File: src/rtl/lan_cmd_pkg.sv
/*
 * lan_cmd_pkg: register map, field layout, command and status codes and
 * timing counts for the mode-command decoder.
 * assumes: one 100 MHz clock, APB slave access with 32-bit data.
 */
package lan_cmd_pkg;

   // register byte offsets
   localparam logic [7:0] CTRL_STATUS_OFF = 8'h00;
   localparam logic [7:0] MODE_OFF        = 8'h04;
   localparam logic [7:0] LINK_OFF        = 8'h08;
   localparam logic [7:0] DIAG_OFF        = 8'h0C;

   // control_status_word field positions
   localparam int STATUS_LSB = 0;
   localparam int STATUS_W   = 4;
   localparam int DONE_BIT   = 7;
   localparam int FUNC_LSB   = 8;
   localparam int FUNC_W     = 6;

   // mode register bit positions
   localparam int PROMISC_BIT  = 0;
   localparam int RX_ERR_BIT   = 1;
   localparam int ONLINE_BIT   = 2;
   localparam int SRC_INS_BIT  = 3;
   localparam int LOOP_MOD_BIT = 4;
   localparam int LOOP_INT_BIT = 5;
   localparam int INDIC_BIT    = 6;
   localparam int DIAG_RUN_BIT = 7;

   // function codes (octal)
   localparam logic [5:0] FN_SET_LOOP_MOD = 6'o01;
   localparam logic [5:0] FN_SET_LOOP_INT = 6'o02;
   localparam logic [5:0] FN_CLR_LOOP     = 6'o03;
   localparam logic [5:0] FN_SET_PROMISC  = 6'o04;
   localparam logic [5:0] FN_CLR_PROMISC  = 6'o05;
   localparam logic [5:0] FN_SET_RX_ERR   = 6'o06;
   localparam logic [5:0] FN_CLR_RX_ERR   = 6'o07;
   localparam logic [5:0] FN_OFFLINE      = 6'o10;
   localparam logic [5:0] FN_ONLINE       = 6'o11;
   localparam logic [5:0] FN_DIAG         = 6'o12;
   localparam logic [5:0] FN_RSVD_A       = 6'o13;
   localparam logic [5:0] FN_RSVD_B       = 6'o14;
   localparam logic [5:0] FN_SET_SRC_INS  = 6'o15;
   localparam logic [5:0] FN_CLR_SRC_INS  = 6'o16;
   localparam logic [5:0] FN_TX_SEND      = 6'o51;
   localparam logic [5:0] FN_RESET        = 6'o77;

   // status codes
   localparam logic [3:0] ST_OK           = 4'h0;
   localparam logic [3:0] ST_ILLEGAL      = 4'h2;
   localparam logic [3:0] ST_INAPPROP     = 4'h3;

   // diagnostic run time
   localparam int DIAG_TIME_US   = 10;
   localparam int CLK_MHZ        = 100;
   localparam int DIAG_CYCLES    = DIAG_TIME_US * CLK_MHZ;
   localparam int DIAG_CNT_W     = 10;

   typedef enum logic [2:0] {
      ST_IDLE = 3'b001,
      ST_EXEC = 3'b010,
      ST_DIAG = 3'b100
   } cmd_state_e;

endpackage

File: src/rtl/lan_mode_command_decoder.sv
/*
 * lan_mode_command_decoder: APB slave that takes function codes written to
 * the control_status_word, applies mode commands, and returns done/status.
 * assumes: APB master on pclk; receive/transmit datapaths outside this block
 * read the mode outputs and report frame-in-progress and diag results.
 */
// Decided for this implementation: the APB register port and the placing of the registers.
`timescale 1ns/1ps

module lan_mode_command_decoder
   import lan_cmd_pkg::*;
(
   // apb
   input  wire logic        pclk,
   input  wire logic        presetn,
   input  wire logic        psel,
   input  wire logic        penable,
   input  wire logic        pwrite,
   input  wire logic [7:0]  paddr,
   input  wire logic [31:0] pwdata,
   input  wire logic [3:0]  pstrb,
   output logic      [31:0] prdata,
   output logic             pready,
   output logic             pslverr,
   // datapath status
   input  wire logic        rx_frame_busy,
   input  wire logic        diag_done,
   input  wire logic [3:0]  diag_code,
   // mode outputs
   output logic             promisc_mode,
   output logic             rx_err_accept,
   output logic             online,
   output logic             src_insert,
   output logic             crc_gen_bypass,
   output logic             self_test_indicator,
   output logic             rx_flush,
   output logic             tx_flush,
   output logic             diag_start,
   output logic             tx_send_start
);
   import lan_cmd_pkg::*;

   cmd_state_e       state_ff;
   cmd_state_e       nxt_state;
   logic [5:0]       func_ff;
   logic [3:0]       status_ff;
   logic             done_ff;
   logic             promisc_ff;
   logic             rx_err_ff;
   logic             online_ff;
   logic             src_ins_ff;
   logic             loop_mod_ff;
   logic             loop_int_ff;
   logic             indic_ff;
   logic             off_pend_ff;
   logic [DIAG_CNT_W-1:0] diag_cnt_ff;
   logic             rx_busy_s1_ff;
   logic             rx_busy_s2_ff;
   logic             dd_s1_ff;
   logic             dd_s2_ff;
   logic             dd_s3_ff;
   logic [3:0]       dc_s1_ff;
   logic [3:0]       dc_s2_ff;
   logic             diag_hold_ff;
   logic [3:0]       diag_code_ff;
   logic [31:0]      prdata_ff;
   logic             pslverr_ff;
   logic             rx_flush_ff;
   logic             tx_flush_ff;
   logic             diag_start_ff;
   logic             tx_send_ff;
   logic             crc_byp_ff;

   // apb decode
   wire   acc        = psel & penable;
   wire   hit_csr    = (paddr == CTRL_STATUS_OFF);
   wire   hit_mode   = (paddr == MODE_OFF);
   wire   hit_link   = (paddr == LINK_OFF);
   wire   hit_diag   = (paddr == DIAG_OFF);
   wire   mapped     = hit_csr | hit_mode | hit_link | hit_diag;
   wire   csr_wr     = acc & pwrite & hit_csr & pstrb[1];
   // clear only when this read's captured word showed done, so a set that
   // lands on the setup edge is not lost before the host has seen it
   wire   csr_rd_lo  = acc & ~pwrite & hit_csr & prdata_ff[DONE_BIT];
   wire [5:0] wr_func = pwdata[FUNC_LSB +: FUNC_W];
   wire   is_reset   = csr_wr & (wr_func == FN_RESET);
   // host waits for done except for Reset; a write mid-command is dropped
   wire   take_cmd   = csr_wr & (state_ff == ST_IDLE) & ~is_reset;
   wire   any_loop   = loop_mod_ff | loop_int_ff;
   wire   diag_fin   = (state_ff == ST_DIAG) & dd_s2_ff & ~diag_hold_ff
                       & (diag_cnt_ff == '0);
   wire   exec_fin   = (state_ff == ST_EXEC);
   wire   cmd_fin    = exec_fin | diag_fin;
   wire   diag_pass  = (diag_code_ff == ST_OK);
   // a done still high from an earlier run shows no rising edge
   wire   dd_rise    = dd_s2_ff & ~dd_s3_ff;

   // status for a single-cycle command
   logic [3:0] exec_status;
   always_comb begin
      case (func_ff)
         FN_SET_LOOP_MOD, FN_SET_LOOP_INT, FN_CLR_LOOP,
         FN_SET_PROMISC, FN_CLR_PROMISC, FN_SET_RX_ERR, FN_CLR_RX_ERR,
         FN_OFFLINE, FN_ONLINE, FN_SET_SRC_INS, FN_CLR_SRC_INS:
            exec_status = ST_OK;
         FN_RSVD_A, FN_RSVD_B:
            exec_status = ST_OK;
         FN_TX_SEND:
            exec_status = online_ff ? ST_OK : ST_INAPPROP;
         default:
            exec_status = ST_ILLEGAL;
      endcase
   end

   always_comb begin
      case (state_ff)
         ST_IDLE: nxt_state = take_cmd ? ((wr_func == FN_DIAG) ? ST_DIAG : ST_EXEC)
                                       : ST_IDLE;
         ST_EXEC: nxt_state = ST_IDLE;
         ST_DIAG: nxt_state = diag_fin ? ST_IDLE : ST_DIAG;
         default: nxt_state = ST_IDLE;
      endcase
   end

   // pin-level inputs pass two flops
   always_ff @(posedge pclk or negedge presetn) begin
      if (!presetn) begin
         rx_busy_s1_ff <= 1'b0;
         rx_busy_s2_ff <= 1'b0;
         dd_s1_ff      <= 1'b0;
         dd_s2_ff      <= 1'b0;
         dd_s3_ff      <= 1'b0;
         dc_s1_ff      <= 4'h0;
         dc_s2_ff      <= 4'h0;
      end else begin
         rx_busy_s1_ff <= rx_frame_busy;
         rx_busy_s2_ff <= rx_busy_s1_ff;
         dd_s1_ff      <= diag_done;
         dd_s2_ff      <= dd_s1_ff;
         dd_s3_ff      <= dd_s2_ff;
         dc_s1_ff      <= diag_code;
         dc_s2_ff      <= dc_s1_ff;
      end
   end

   // diag code taken on the rising edge of synced done, travelling beside it
   always_ff @(posedge pclk or negedge presetn) begin
      if (!presetn) begin
         diag_hold_ff <= 1'b1;
         diag_code_ff <= ST_OK;
         diag_cnt_ff  <= '0;
      end else if (take_cmd && wr_func == FN_DIAG) begin
         diag_hold_ff <= 1'b1;
         diag_cnt_ff  <= DIAG_CNT_W'(DIAG_CYCLES - 1);
      end else if (state_ff == ST_DIAG) begin
         if (diag_cnt_ff != '0)
            diag_cnt_ff <= diag_cnt_ff - 1'b1;
         if (dd_rise && diag_hold_ff) begin
            diag_hold_ff <= 1'b0;
            diag_code_ff <= dc_s2_ff;
         end
      end
   end

   // command sequencing, done and status
   always_ff @(posedge pclk or negedge presetn) begin
      if (!presetn) begin
         state_ff  <= ST_IDLE;
         func_ff   <= '0;
         status_ff <= ST_OK;
         done_ff   <= 1'b0;
      end else if (is_reset) begin
         state_ff  <= ST_EXEC;
         func_ff   <= FN_RESET;
         done_ff   <= 1'b0;
      end else begin
         state_ff <= nxt_state;
         if (take_cmd)
            func_ff <= wr_func;
         // set wins over read-clear
         if (cmd_fin) begin
            done_ff   <= 1'b1;
            status_ff <= diag_fin ? diag_code_ff
                         : ((func_ff == FN_RESET) ? ST_OK : exec_status);
         end else if (csr_rd_lo) begin
            done_ff <= 1'b0;
         end
      end
   end

   wire do_reset  = exec_fin & (func_ff == FN_RESET);
   wire do_defaults = do_reset | (diag_fin & diag_pass);

   // mode flags, each held until a command or reset
   always_ff @(posedge pclk or negedge presetn) begin
      if (!presetn) begin
         promisc_ff  <= 1'b0;
         rx_err_ff   <= 1'b0;
         online_ff   <= 1'b0;
         src_ins_ff  <= 1'b1;
         loop_mod_ff <= 1'b0;
         loop_int_ff <= 1'b0;
         off_pend_ff <= 1'b0;
      end else if (do_defaults || (take_cmd && wr_func == FN_DIAG)) begin
         promisc_ff  <= 1'b0;
         rx_err_ff   <= 1'b0;
         online_ff   <= 1'b0;
         src_ins_ff  <= 1'b1;
         loop_mod_ff <= 1'b0;
         loop_int_ff <= 1'b0;
         off_pend_ff <= 1'b0;
      end else begin
         if (exec_fin) begin
            case (func_ff)
               FN_SET_PROMISC: promisc_ff <= 1'b1;
               FN_CLR_PROMISC: promisc_ff <= 1'b0;
               FN_SET_RX_ERR:  rx_err_ff  <= 1'b1;
               FN_CLR_RX_ERR:  rx_err_ff  <= 1'b0;
               FN_ONLINE: begin
                  online_ff   <= 1'b1;
                  off_pend_ff <= 1'b0;
               end
               FN_OFFLINE:
                  if (!any_loop)
                     off_pend_ff <= 1'b1;
               FN_SET_LOOP_MOD: begin
                  loop_mod_ff <= 1'b1;
                  online_ff   <= 1'b0;
               end
               FN_SET_LOOP_INT: begin
                  loop_int_ff <= 1'b1;
                  online_ff   <= 1'b0;
               end
               FN_CLR_LOOP: begin
                  loop_mod_ff <= 1'b0;
                  loop_int_ff <= 1'b0;
               end
               FN_SET_SRC_INS: src_ins_ff <= 1'b1;
               FN_CLR_SRC_INS: src_ins_ff <= 1'b0;
               default: ;
            endcase
         end
         // offline waits for the frame in reception to end
         if (off_pend_ff && !rx_busy_s2_ff) begin
            online_ff   <= 1'b0;
            off_pend_ff <= 1'b0;
         end
      end
   end

   // indicator: on in internal loopback and through diag, off on pass
   always_ff @(posedge pclk or negedge presetn) begin
      if (!presetn)
         indic_ff <= 1'b0;
      else if (take_cmd && wr_func == FN_DIAG)
         indic_ff <= 1'b1;
      else if (diag_fin)
         indic_ff <= ~diag_pass;
      else if (exec_fin && func_ff == FN_SET_LOOP_INT)
         indic_ff <= 1'b1;
      else if (exec_fin && (func_ff == FN_ONLINE || func_ff == FN_CLR_LOOP
                            || func_ff == FN_RESET))
         indic_ff <= 1'b0;
   end

   // one-cycle strobes and the crc bypass level to the datapath; transmit flush on diag start, reset and source-insertion changes
   always_ff @(posedge pclk or negedge presetn) begin
      if (!presetn) begin
         rx_flush_ff   <= 1'b0;
         tx_flush_ff   <= 1'b0;
         diag_start_ff <= 1'b0;
         tx_send_ff    <= 1'b0;
         crc_byp_ff    <= 1'b0;
      end else begin
         rx_flush_ff   <= (take_cmd && wr_func == FN_DIAG) || do_reset;
         tx_flush_ff   <= (take_cmd && wr_func == FN_DIAG) || do_reset
                          || (exec_fin && (func_ff == FN_SET_SRC_INS
                                           || func_ff == FN_CLR_SRC_INS));
         diag_start_ff <= take_cmd && wr_func == FN_DIAG;
         tx_send_ff    <= exec_fin && func_ff == FN_TX_SEND && online_ff;
         crc_byp_ff    <= loop_mod_ff | loop_int_ff;
      end
   end

   // read mux
   wire [31:0] rd_csr  = {24'h0, done_ff, 3'h0, status_ff};
   wire [31:0] rd_mode = {24'h0, (state_ff == ST_DIAG), indic_ff, loop_int_ff,
                          loop_mod_ff, src_ins_ff, online_ff, rx_err_ff, promisc_ff};
   wire [31:0] rd_link = {30'h0, rx_busy_s2_ff, off_pend_ff};
   wire [31:0] rd_diag = {28'h0, diag_code_ff};
   wire [31:0] rd_mux  = hit_csr  ? rd_csr  :
                         hit_mode ? rd_mode :
                         hit_link ? rd_link :
                         hit_diag ? rd_diag : 32'h0000_0000;

   always_ff @(posedge pclk or negedge presetn) begin
      if (!presetn) begin
         prdata_ff  <= 32'h0000_0000;
         pslverr_ff <= 1'b0;
      end else begin
         prdata_ff  <= (psel && !penable && !pwrite) ? rd_mux : prdata_ff;
         pslverr_ff <= psel && !penable && !mapped;
      end
   end

   assign prdata              = prdata_ff;
   assign pready              = 1'b1;
   assign pslverr             = pslverr_ff;
   assign promisc_mode        = promisc_ff;     // own frames, no CRC check
   assign rx_err_accept       = rx_err_ff;      // filter stays, count kept
   assign online              = online_ff;
   assign src_insert          = src_ins_ff;
   assign crc_gen_bypass      = crc_byp_ff;
   assign self_test_indicator = indic_ff;
   assign rx_flush            = rx_flush_ff;
   assign tx_flush            = tx_flush_ff;
   assign diag_start          = diag_start_ff;
   assign tx_send_start       = tx_send_ff;

endmodule

File: config.mk
export PLATFORM = sky130hd
export DESIGN_NAME = lan_mode_command_decoder
export DESIGN_NICKNAME = d
export VERILOG_FILES = /design/src/rtl/lan_cmd_pkg.sv /design/src/rtl/lan_mode_command_decoder.sv
export SDC_FILE = /design/constraint.sdc
export NUM_CORES = 1
export LEC_CHECK = 0
export ABC_AREA = 0
export BUFFER_PORTS_ARGS = -buffer_cell sky130_fd_sc_hd__buf_2
export CORE_ASPECT_RATIO = 0.5
export CORE_MARGIN = 2
export CORE_UTILIZATION = 47
export CTS_CLUSTER_DIAMETER = 100
export CTS_CLUSTER_SIZE = 16
export DETAILED_ROUTE_END_ITERATION = 12
export GPL_TIMING_DRIVEN = 0
export PLACE_DENSITY = 0.77
export SETUP_SLACK_MARGIN = 0.4
export SLEW_MARGIN = 40
export SYNTH_ARGS = -nofsm -noshare
export SYNTH_HDL_FRONTEND = slang
export SYNTH_SLANG_ARGS = --single-unit
export TNS_END_PERCENT = 10
File: constraint.sdc
create_clock -name pclk -period 2 [get_ports pclk]
set_clock_uncertainty 0.15 [all_clocks]
set_input_delay 0.3 -clock pclk [delete_from_list [all_inputs] [get_ports pclk]]
set_output_delay 0.3 -clock pclk [all_outputs]
set_load 0.05 [all_outputs]
==> impl_summary.log <==
INFO  metric sequential_cell_area_fraction_in_the_yosys_report = 0.478
INFO  metric leakagePower = 2.07 nW
INFO  metric fraction_of_layout_instances_using_a_drive_strength_above_1 = 0.392
INFO  metric synthArstFlopShare = 1.00
INFO  metric post_route_antenna_net_violation_count = 0
INFO  metric setup.worst_path.start_class = flop
INFO  metric holdWs = 0.0770 ns
INFO  metric critical_path_class = flop to flop
INFO  metric status = finished clean
INFO  metric grt_antenna_before_repair = 0
INFO  metric fp.coreArea = 6810 µm²
INFO  metric post_drt_wl_per_cell = 18.5 µm
INFO  metric post_dp_cell_area = 3830 µm²
INFO  metric min_path_type = input pin to flop
INFO  metric setup_ws = 0.00767 ns
INFO  metric syn_area = 3360 µm²
INFO  metric worst_slew_pin_slew = 0.569 ns
INFO  metric post-layout-total-power = 3.68 mW
INFO  metric multi_input_area = 1760 µm²
INFO  metric drc_errors = 0
INFO  metric drv.max_cap_violation_count = 0
INFO  metric clkPwrFrac = 0.432
INFO  metric setup_repair_after_global_routing_missed_its_margin = yes
INFO  metric place_congestion = 0.942
INFO  metric path_max_fanout = 5
INFO  metric port_buffers = 42
INFO  metric seq_power_share = 0.413
INFO  metric pin_count = 99
INFO  metric endpoint_kind = flop
INFO  metric final_hold_viol_count = 0
INFO  metric cts_tree = yes
INFO  metric timing.fmax = 0.502 GHz
INFO  metric cts.sink_count = 64
INFO  metric vdd_drop_max = 0.000399 V
INFO  metric dp_slack = -0.179 ns
INFO  metric total_switching_power = 1.09 mW
INFO  metric synth.avg_cell_area = 10.5 µm²
INFO  metric dr.pass1.iters = 6
INFO  metric chipHeight = 63.8 µm
INFO  metric internal_power = 2.60 mW
INFO  metric synth-edff-count = 0
INFO  metric clock_latency = 0.34 ns
INFO  metric floorplan.die_area = 7880 µm²
INFO  metric crit_arrival = 2.06 ns
INFO  metric power.combinational.fraction = 0.155
INFO  metric min_period_over_period = 0.996
INFO  metric clk_path_buf_depth = 2
INFO  metric violation_count_after_the_first_detailed_routing_iteration = 337
INFO  metric grt_start_max_net_pins = 65
INFO  metric finalWirelength = 9590 µm
INFO  metric sw_frac_of_total = 0.295
INFO  metric post-dp-hpwl = 5700 µm
INFO  metric fillerInstances = 482
INFO  metric setup_viol = 0
INFO  metric powerDensity = 807 nW/µm²
INFO  metric grt_pass1_wl = 14,200 µm
INFO  metric layout_min_cycle_time = 1.99 ns
INFO  metric clk_root_buffer_cell = sky130_fd_sc_hd__clkbuf_16
INFO  metric grt_use_total = 0.237
INFO  metric synthesis_to_layout_area_growth = 35.9%
INFO  metric num-nets-final = 478
INFO  metric timing.final.max_slew_violations = 0
INFO  metric synth_cell_type_count = 70
INFO  metric synth-warning-count = 0
INFO  metric grt-ovfl-total = 0
INFO  metric cts_htree_levels = 3
INFO  metric via_count_of_the_first_global_routing_pass = 2,919
INFO  metric fp-row-count = 21
INFO  metric max-slew-margin-rel = 0.621
INFO  metric drt-vias-per-instance = 5.89
INFO  metric detailroute.via_count = 3,050
INFO  metric num_antenna_cells = 0
INFO  metric clock_pin_slew_on_the_worst_setup_and_hold_paths = 0.06 ns
INFO  metric ff_latch_area = 1610 µm²
INFO  metric postLayoutCellArea = 4570 µm²
INFO  metric tritoncts.num_buffers = 9
INFO  metric worst-endpoint-required = 2.06 ns
INFO  metric netlist_instances = 320
INFO  metric die_width = 124 µm
INFO  metric floorplan.initialDensity = 0.494
INFO  metric yosys_most_used_dff = sky130_fd_sc_hd__dfrtp_1
INFO  metric synth.ff_latch_count = 64
[cell usage after synthesis (3+ instances only)]
cell type,instances,area [µm²]
sky130_fd_sc_hd__a21oi_1,7,35.0
sky130_fd_sc_hd__a31oi_1,5,31.3
sky130_fd_sc_hd__and2_1,3,18.8
sky130_fd_sc_hd__and3_1,7,43.8
sky130_fd_sc_hd__and4_1,3,26.3
sky130_fd_sc_hd__buf_2,4,20.0
sky130_fd_sc_hd__buf_4,27,203
sky130_fd_sc_hd__clkbuf_1,8,30.0
sky130_fd_sc_hd__dfrtp_1,61,1530
sky130_fd_sc_hd__dfstp_2,3,78.8
sky130_fd_sc_hd__inv_1,11,41.3
sky130_fd_sc_hd__mux2_2,7,78.8
sky130_fd_sc_hd__mux2i_1,5,50.1
sky130_fd_sc_hd__nand2_1,28,105
sky130_fd_sc_hd__nand2b_1,4,25.0
sky130_fd_sc_hd__nand3_1,5,25.0
sky130_fd_sc_hd__nand4_1,9,56.3
sky130_fd_sc_hd__nor2_1,14,52.6
sky130_fd_sc_hd__nor2b_1,4,25.0
sky130_fd_sc_hd__nor3_1,11,55.1
sky130_fd_sc_hd__nor3b_1,4,30.0
sky130_fd_sc_hd__nor4_1,6,37.5
sky130_fd_sc_hd__o21ai_0,10,50.1
sky130_fd_sc_hd__o22a_1,4,35.0
sky130_fd_sc_hd__or2_2,5,31.3
sky130_fd_sc_hd__or3_1,3,18.8
sky130_fd_sc_hd__or3b_2,3,26.3
sky130_fd_sc_hd__xnor2_1,6,52.6
[power groups by stage]
stage                     combinational [mW]  sequential [mW]  clock [mW]
final                                  0.569             1.52        1.59
after global routing                   0.608             1.53        1.67
after CTS                              0.501             1.50        1.61
after detailed placement               0.474             1.52           0
after global placement                 0.455             1.52           0
after floorplan                        0.361             1.50           0
[per-layer routing]
| layer | part of all wire | GRT usage | wire length (µm) |
|---|---|---|---|
| met3 | 0.088 | 0.0732 | 846 |
| met2 | 0.50 | 0.406 | 4760 |
| met1 | 0.38 | 0.281 | 3630 |
| met5 | 0 | 0 | 0 |
| met4 | 0.037 | 0.0895 | 359 |
[worst paths after layout]
check / start / to / slack, ns / depth (start not counted)
setup / recovery: diag_cnt_ff[0]$_DFFE_PN0P_ / diag_cnt_ff[6]$_DFFE_PN0P_ / 0.008 / 6
setup reg to reg: diag_cnt_ff[0]$_DFFE_PN0P_ / diag_cnt_ff[6]$_DFFE_PN0P_ / 0.008 / 6
min in group asynchronous: presetn / dc_s1_ff[3]$_DFF_PN0_ / 0.35 / 2
max in group asynchronous: presetn / state_ff[1]$_DFF_PN0_ / 0.92 / 2
hold / removal: pwdata[11] / func_ff[3]$_DFFE_PN0P_ / 0.08 / 2
hold reg to reg: dc_s1_ff[1]$_DFF_PN0_ / dc_s2_ff[1]$_DFF_PN0_ / 0.20 / 0
[final cells by class]
cell class / count / area share
Tap cell: 92 / 0.0252
Clock inverter: 7 / 0.0173
Clock buffer: 9 / 0.0493
Timing Repair Buffer: 66 / 0.0915
Sequential cell: 64 / 0.352
Inverter: 11 / 0.00904
Multi-Input combinational cell: 229 / 0.386
Buffer: 40 / 0.0704
[layout by cell type, fill, tap and decap left out, types with 6 or more instances in the layout]
master,Yosys,final
sky130_fd_sc_hd__dfrtp_1,61,60
sky130_fd_sc_hd__buf_2,4,43
sky130_fd_sc_hd__buf_4,27,40
sky130_fd_sc_hd__nand2_1,28,27
sky130_fd_sc_hd__conb_1,2,25
sky130_fd_sc_hd__nor2_1,14,14
sky130_fd_sc_hd__o21ai_0,10,10
sky130_fd_sc_hd__nor3_1,11,10
sky130_fd_sc_hd__nand4_1,9,9
sky130_fd_sc_hd__inv_1,11,9
sky130_fd_sc_hd__clkbuf_16,0,9
sky130_fd_sc_hd__dlygate4sd3_1,0,7
sky130_fd_sc_hd__buf_6,0,6
sky130_fd_sc_hd__xnor2_1,6,6
[logic make-up (layout without fill, tap and decap cells)]
group                      Yosys count  after routing  share of synthesized area
AOI/OAI and AO/OA                   57             57                      0.135
xor gates and xnor gates             7              7                     0.0182
adders and majority gates            2              2                    0.00744
buffers and inverters               51            133                     0.0890
DFF                                 64             64                      0.478
muxes                               14             14                     0.0518
other                                2             25                    0.00223
and+or+nand+nor                    123            124                      0.219
[sequential cells by signal, indices dropped and copies added (netlist names), 3 cells and up]
signal and count:
func_ff 6, dc_s2_ff 4, dc_s1_ff 4, diag_code_ff 4, prdata 8, state_ff 3
status_ff 4, diag_cnt_ff 10
[stage by stage]
step / std cells / setup TNS (ns) / utilization
floorplan: 343 / 0 / -
global placement: 477 / -0.713 / 0.562
detailed placement: 477 / -1.00 / 0.563
CTS: 513 / 0 / 0.649
global route: 518 / -0.0343 / 0.671
finish: 518 / 0 / 0.671
[repair_timing]
| action | CTS | global route |
|---|---|---|
| endpoints found under the hold margin | 67 | 0 |
| setup endpoints to repair | 40 | 41 |
| buffers inserted | 13 | 3 |
| pin swaps | 5 | 9 |
| gates resized for setup | 26 | 26 |
| cloned | 0 | 2 |
| hold buffers | 7 | 0 |
[worst max-delay path: stages (launching register included)]
cell	delay, ns
sky130_fd_sc_hd__dfrtp_1	0.42
sky130_fd_sc_hd__inv_2	0.10
sky130_fd_sc_hd__ha_1	0.18
sky130_fd_sc_hd__nand4bb_1	0.31
sky130_fd_sc_hd__nor3_1	0.42
sky130_fd_sc_hd__and3_1	0.22
sky130_fd_sc_hd__o21ai_0	0.07
Note: power is estimated with default switching activity, not from simulation.
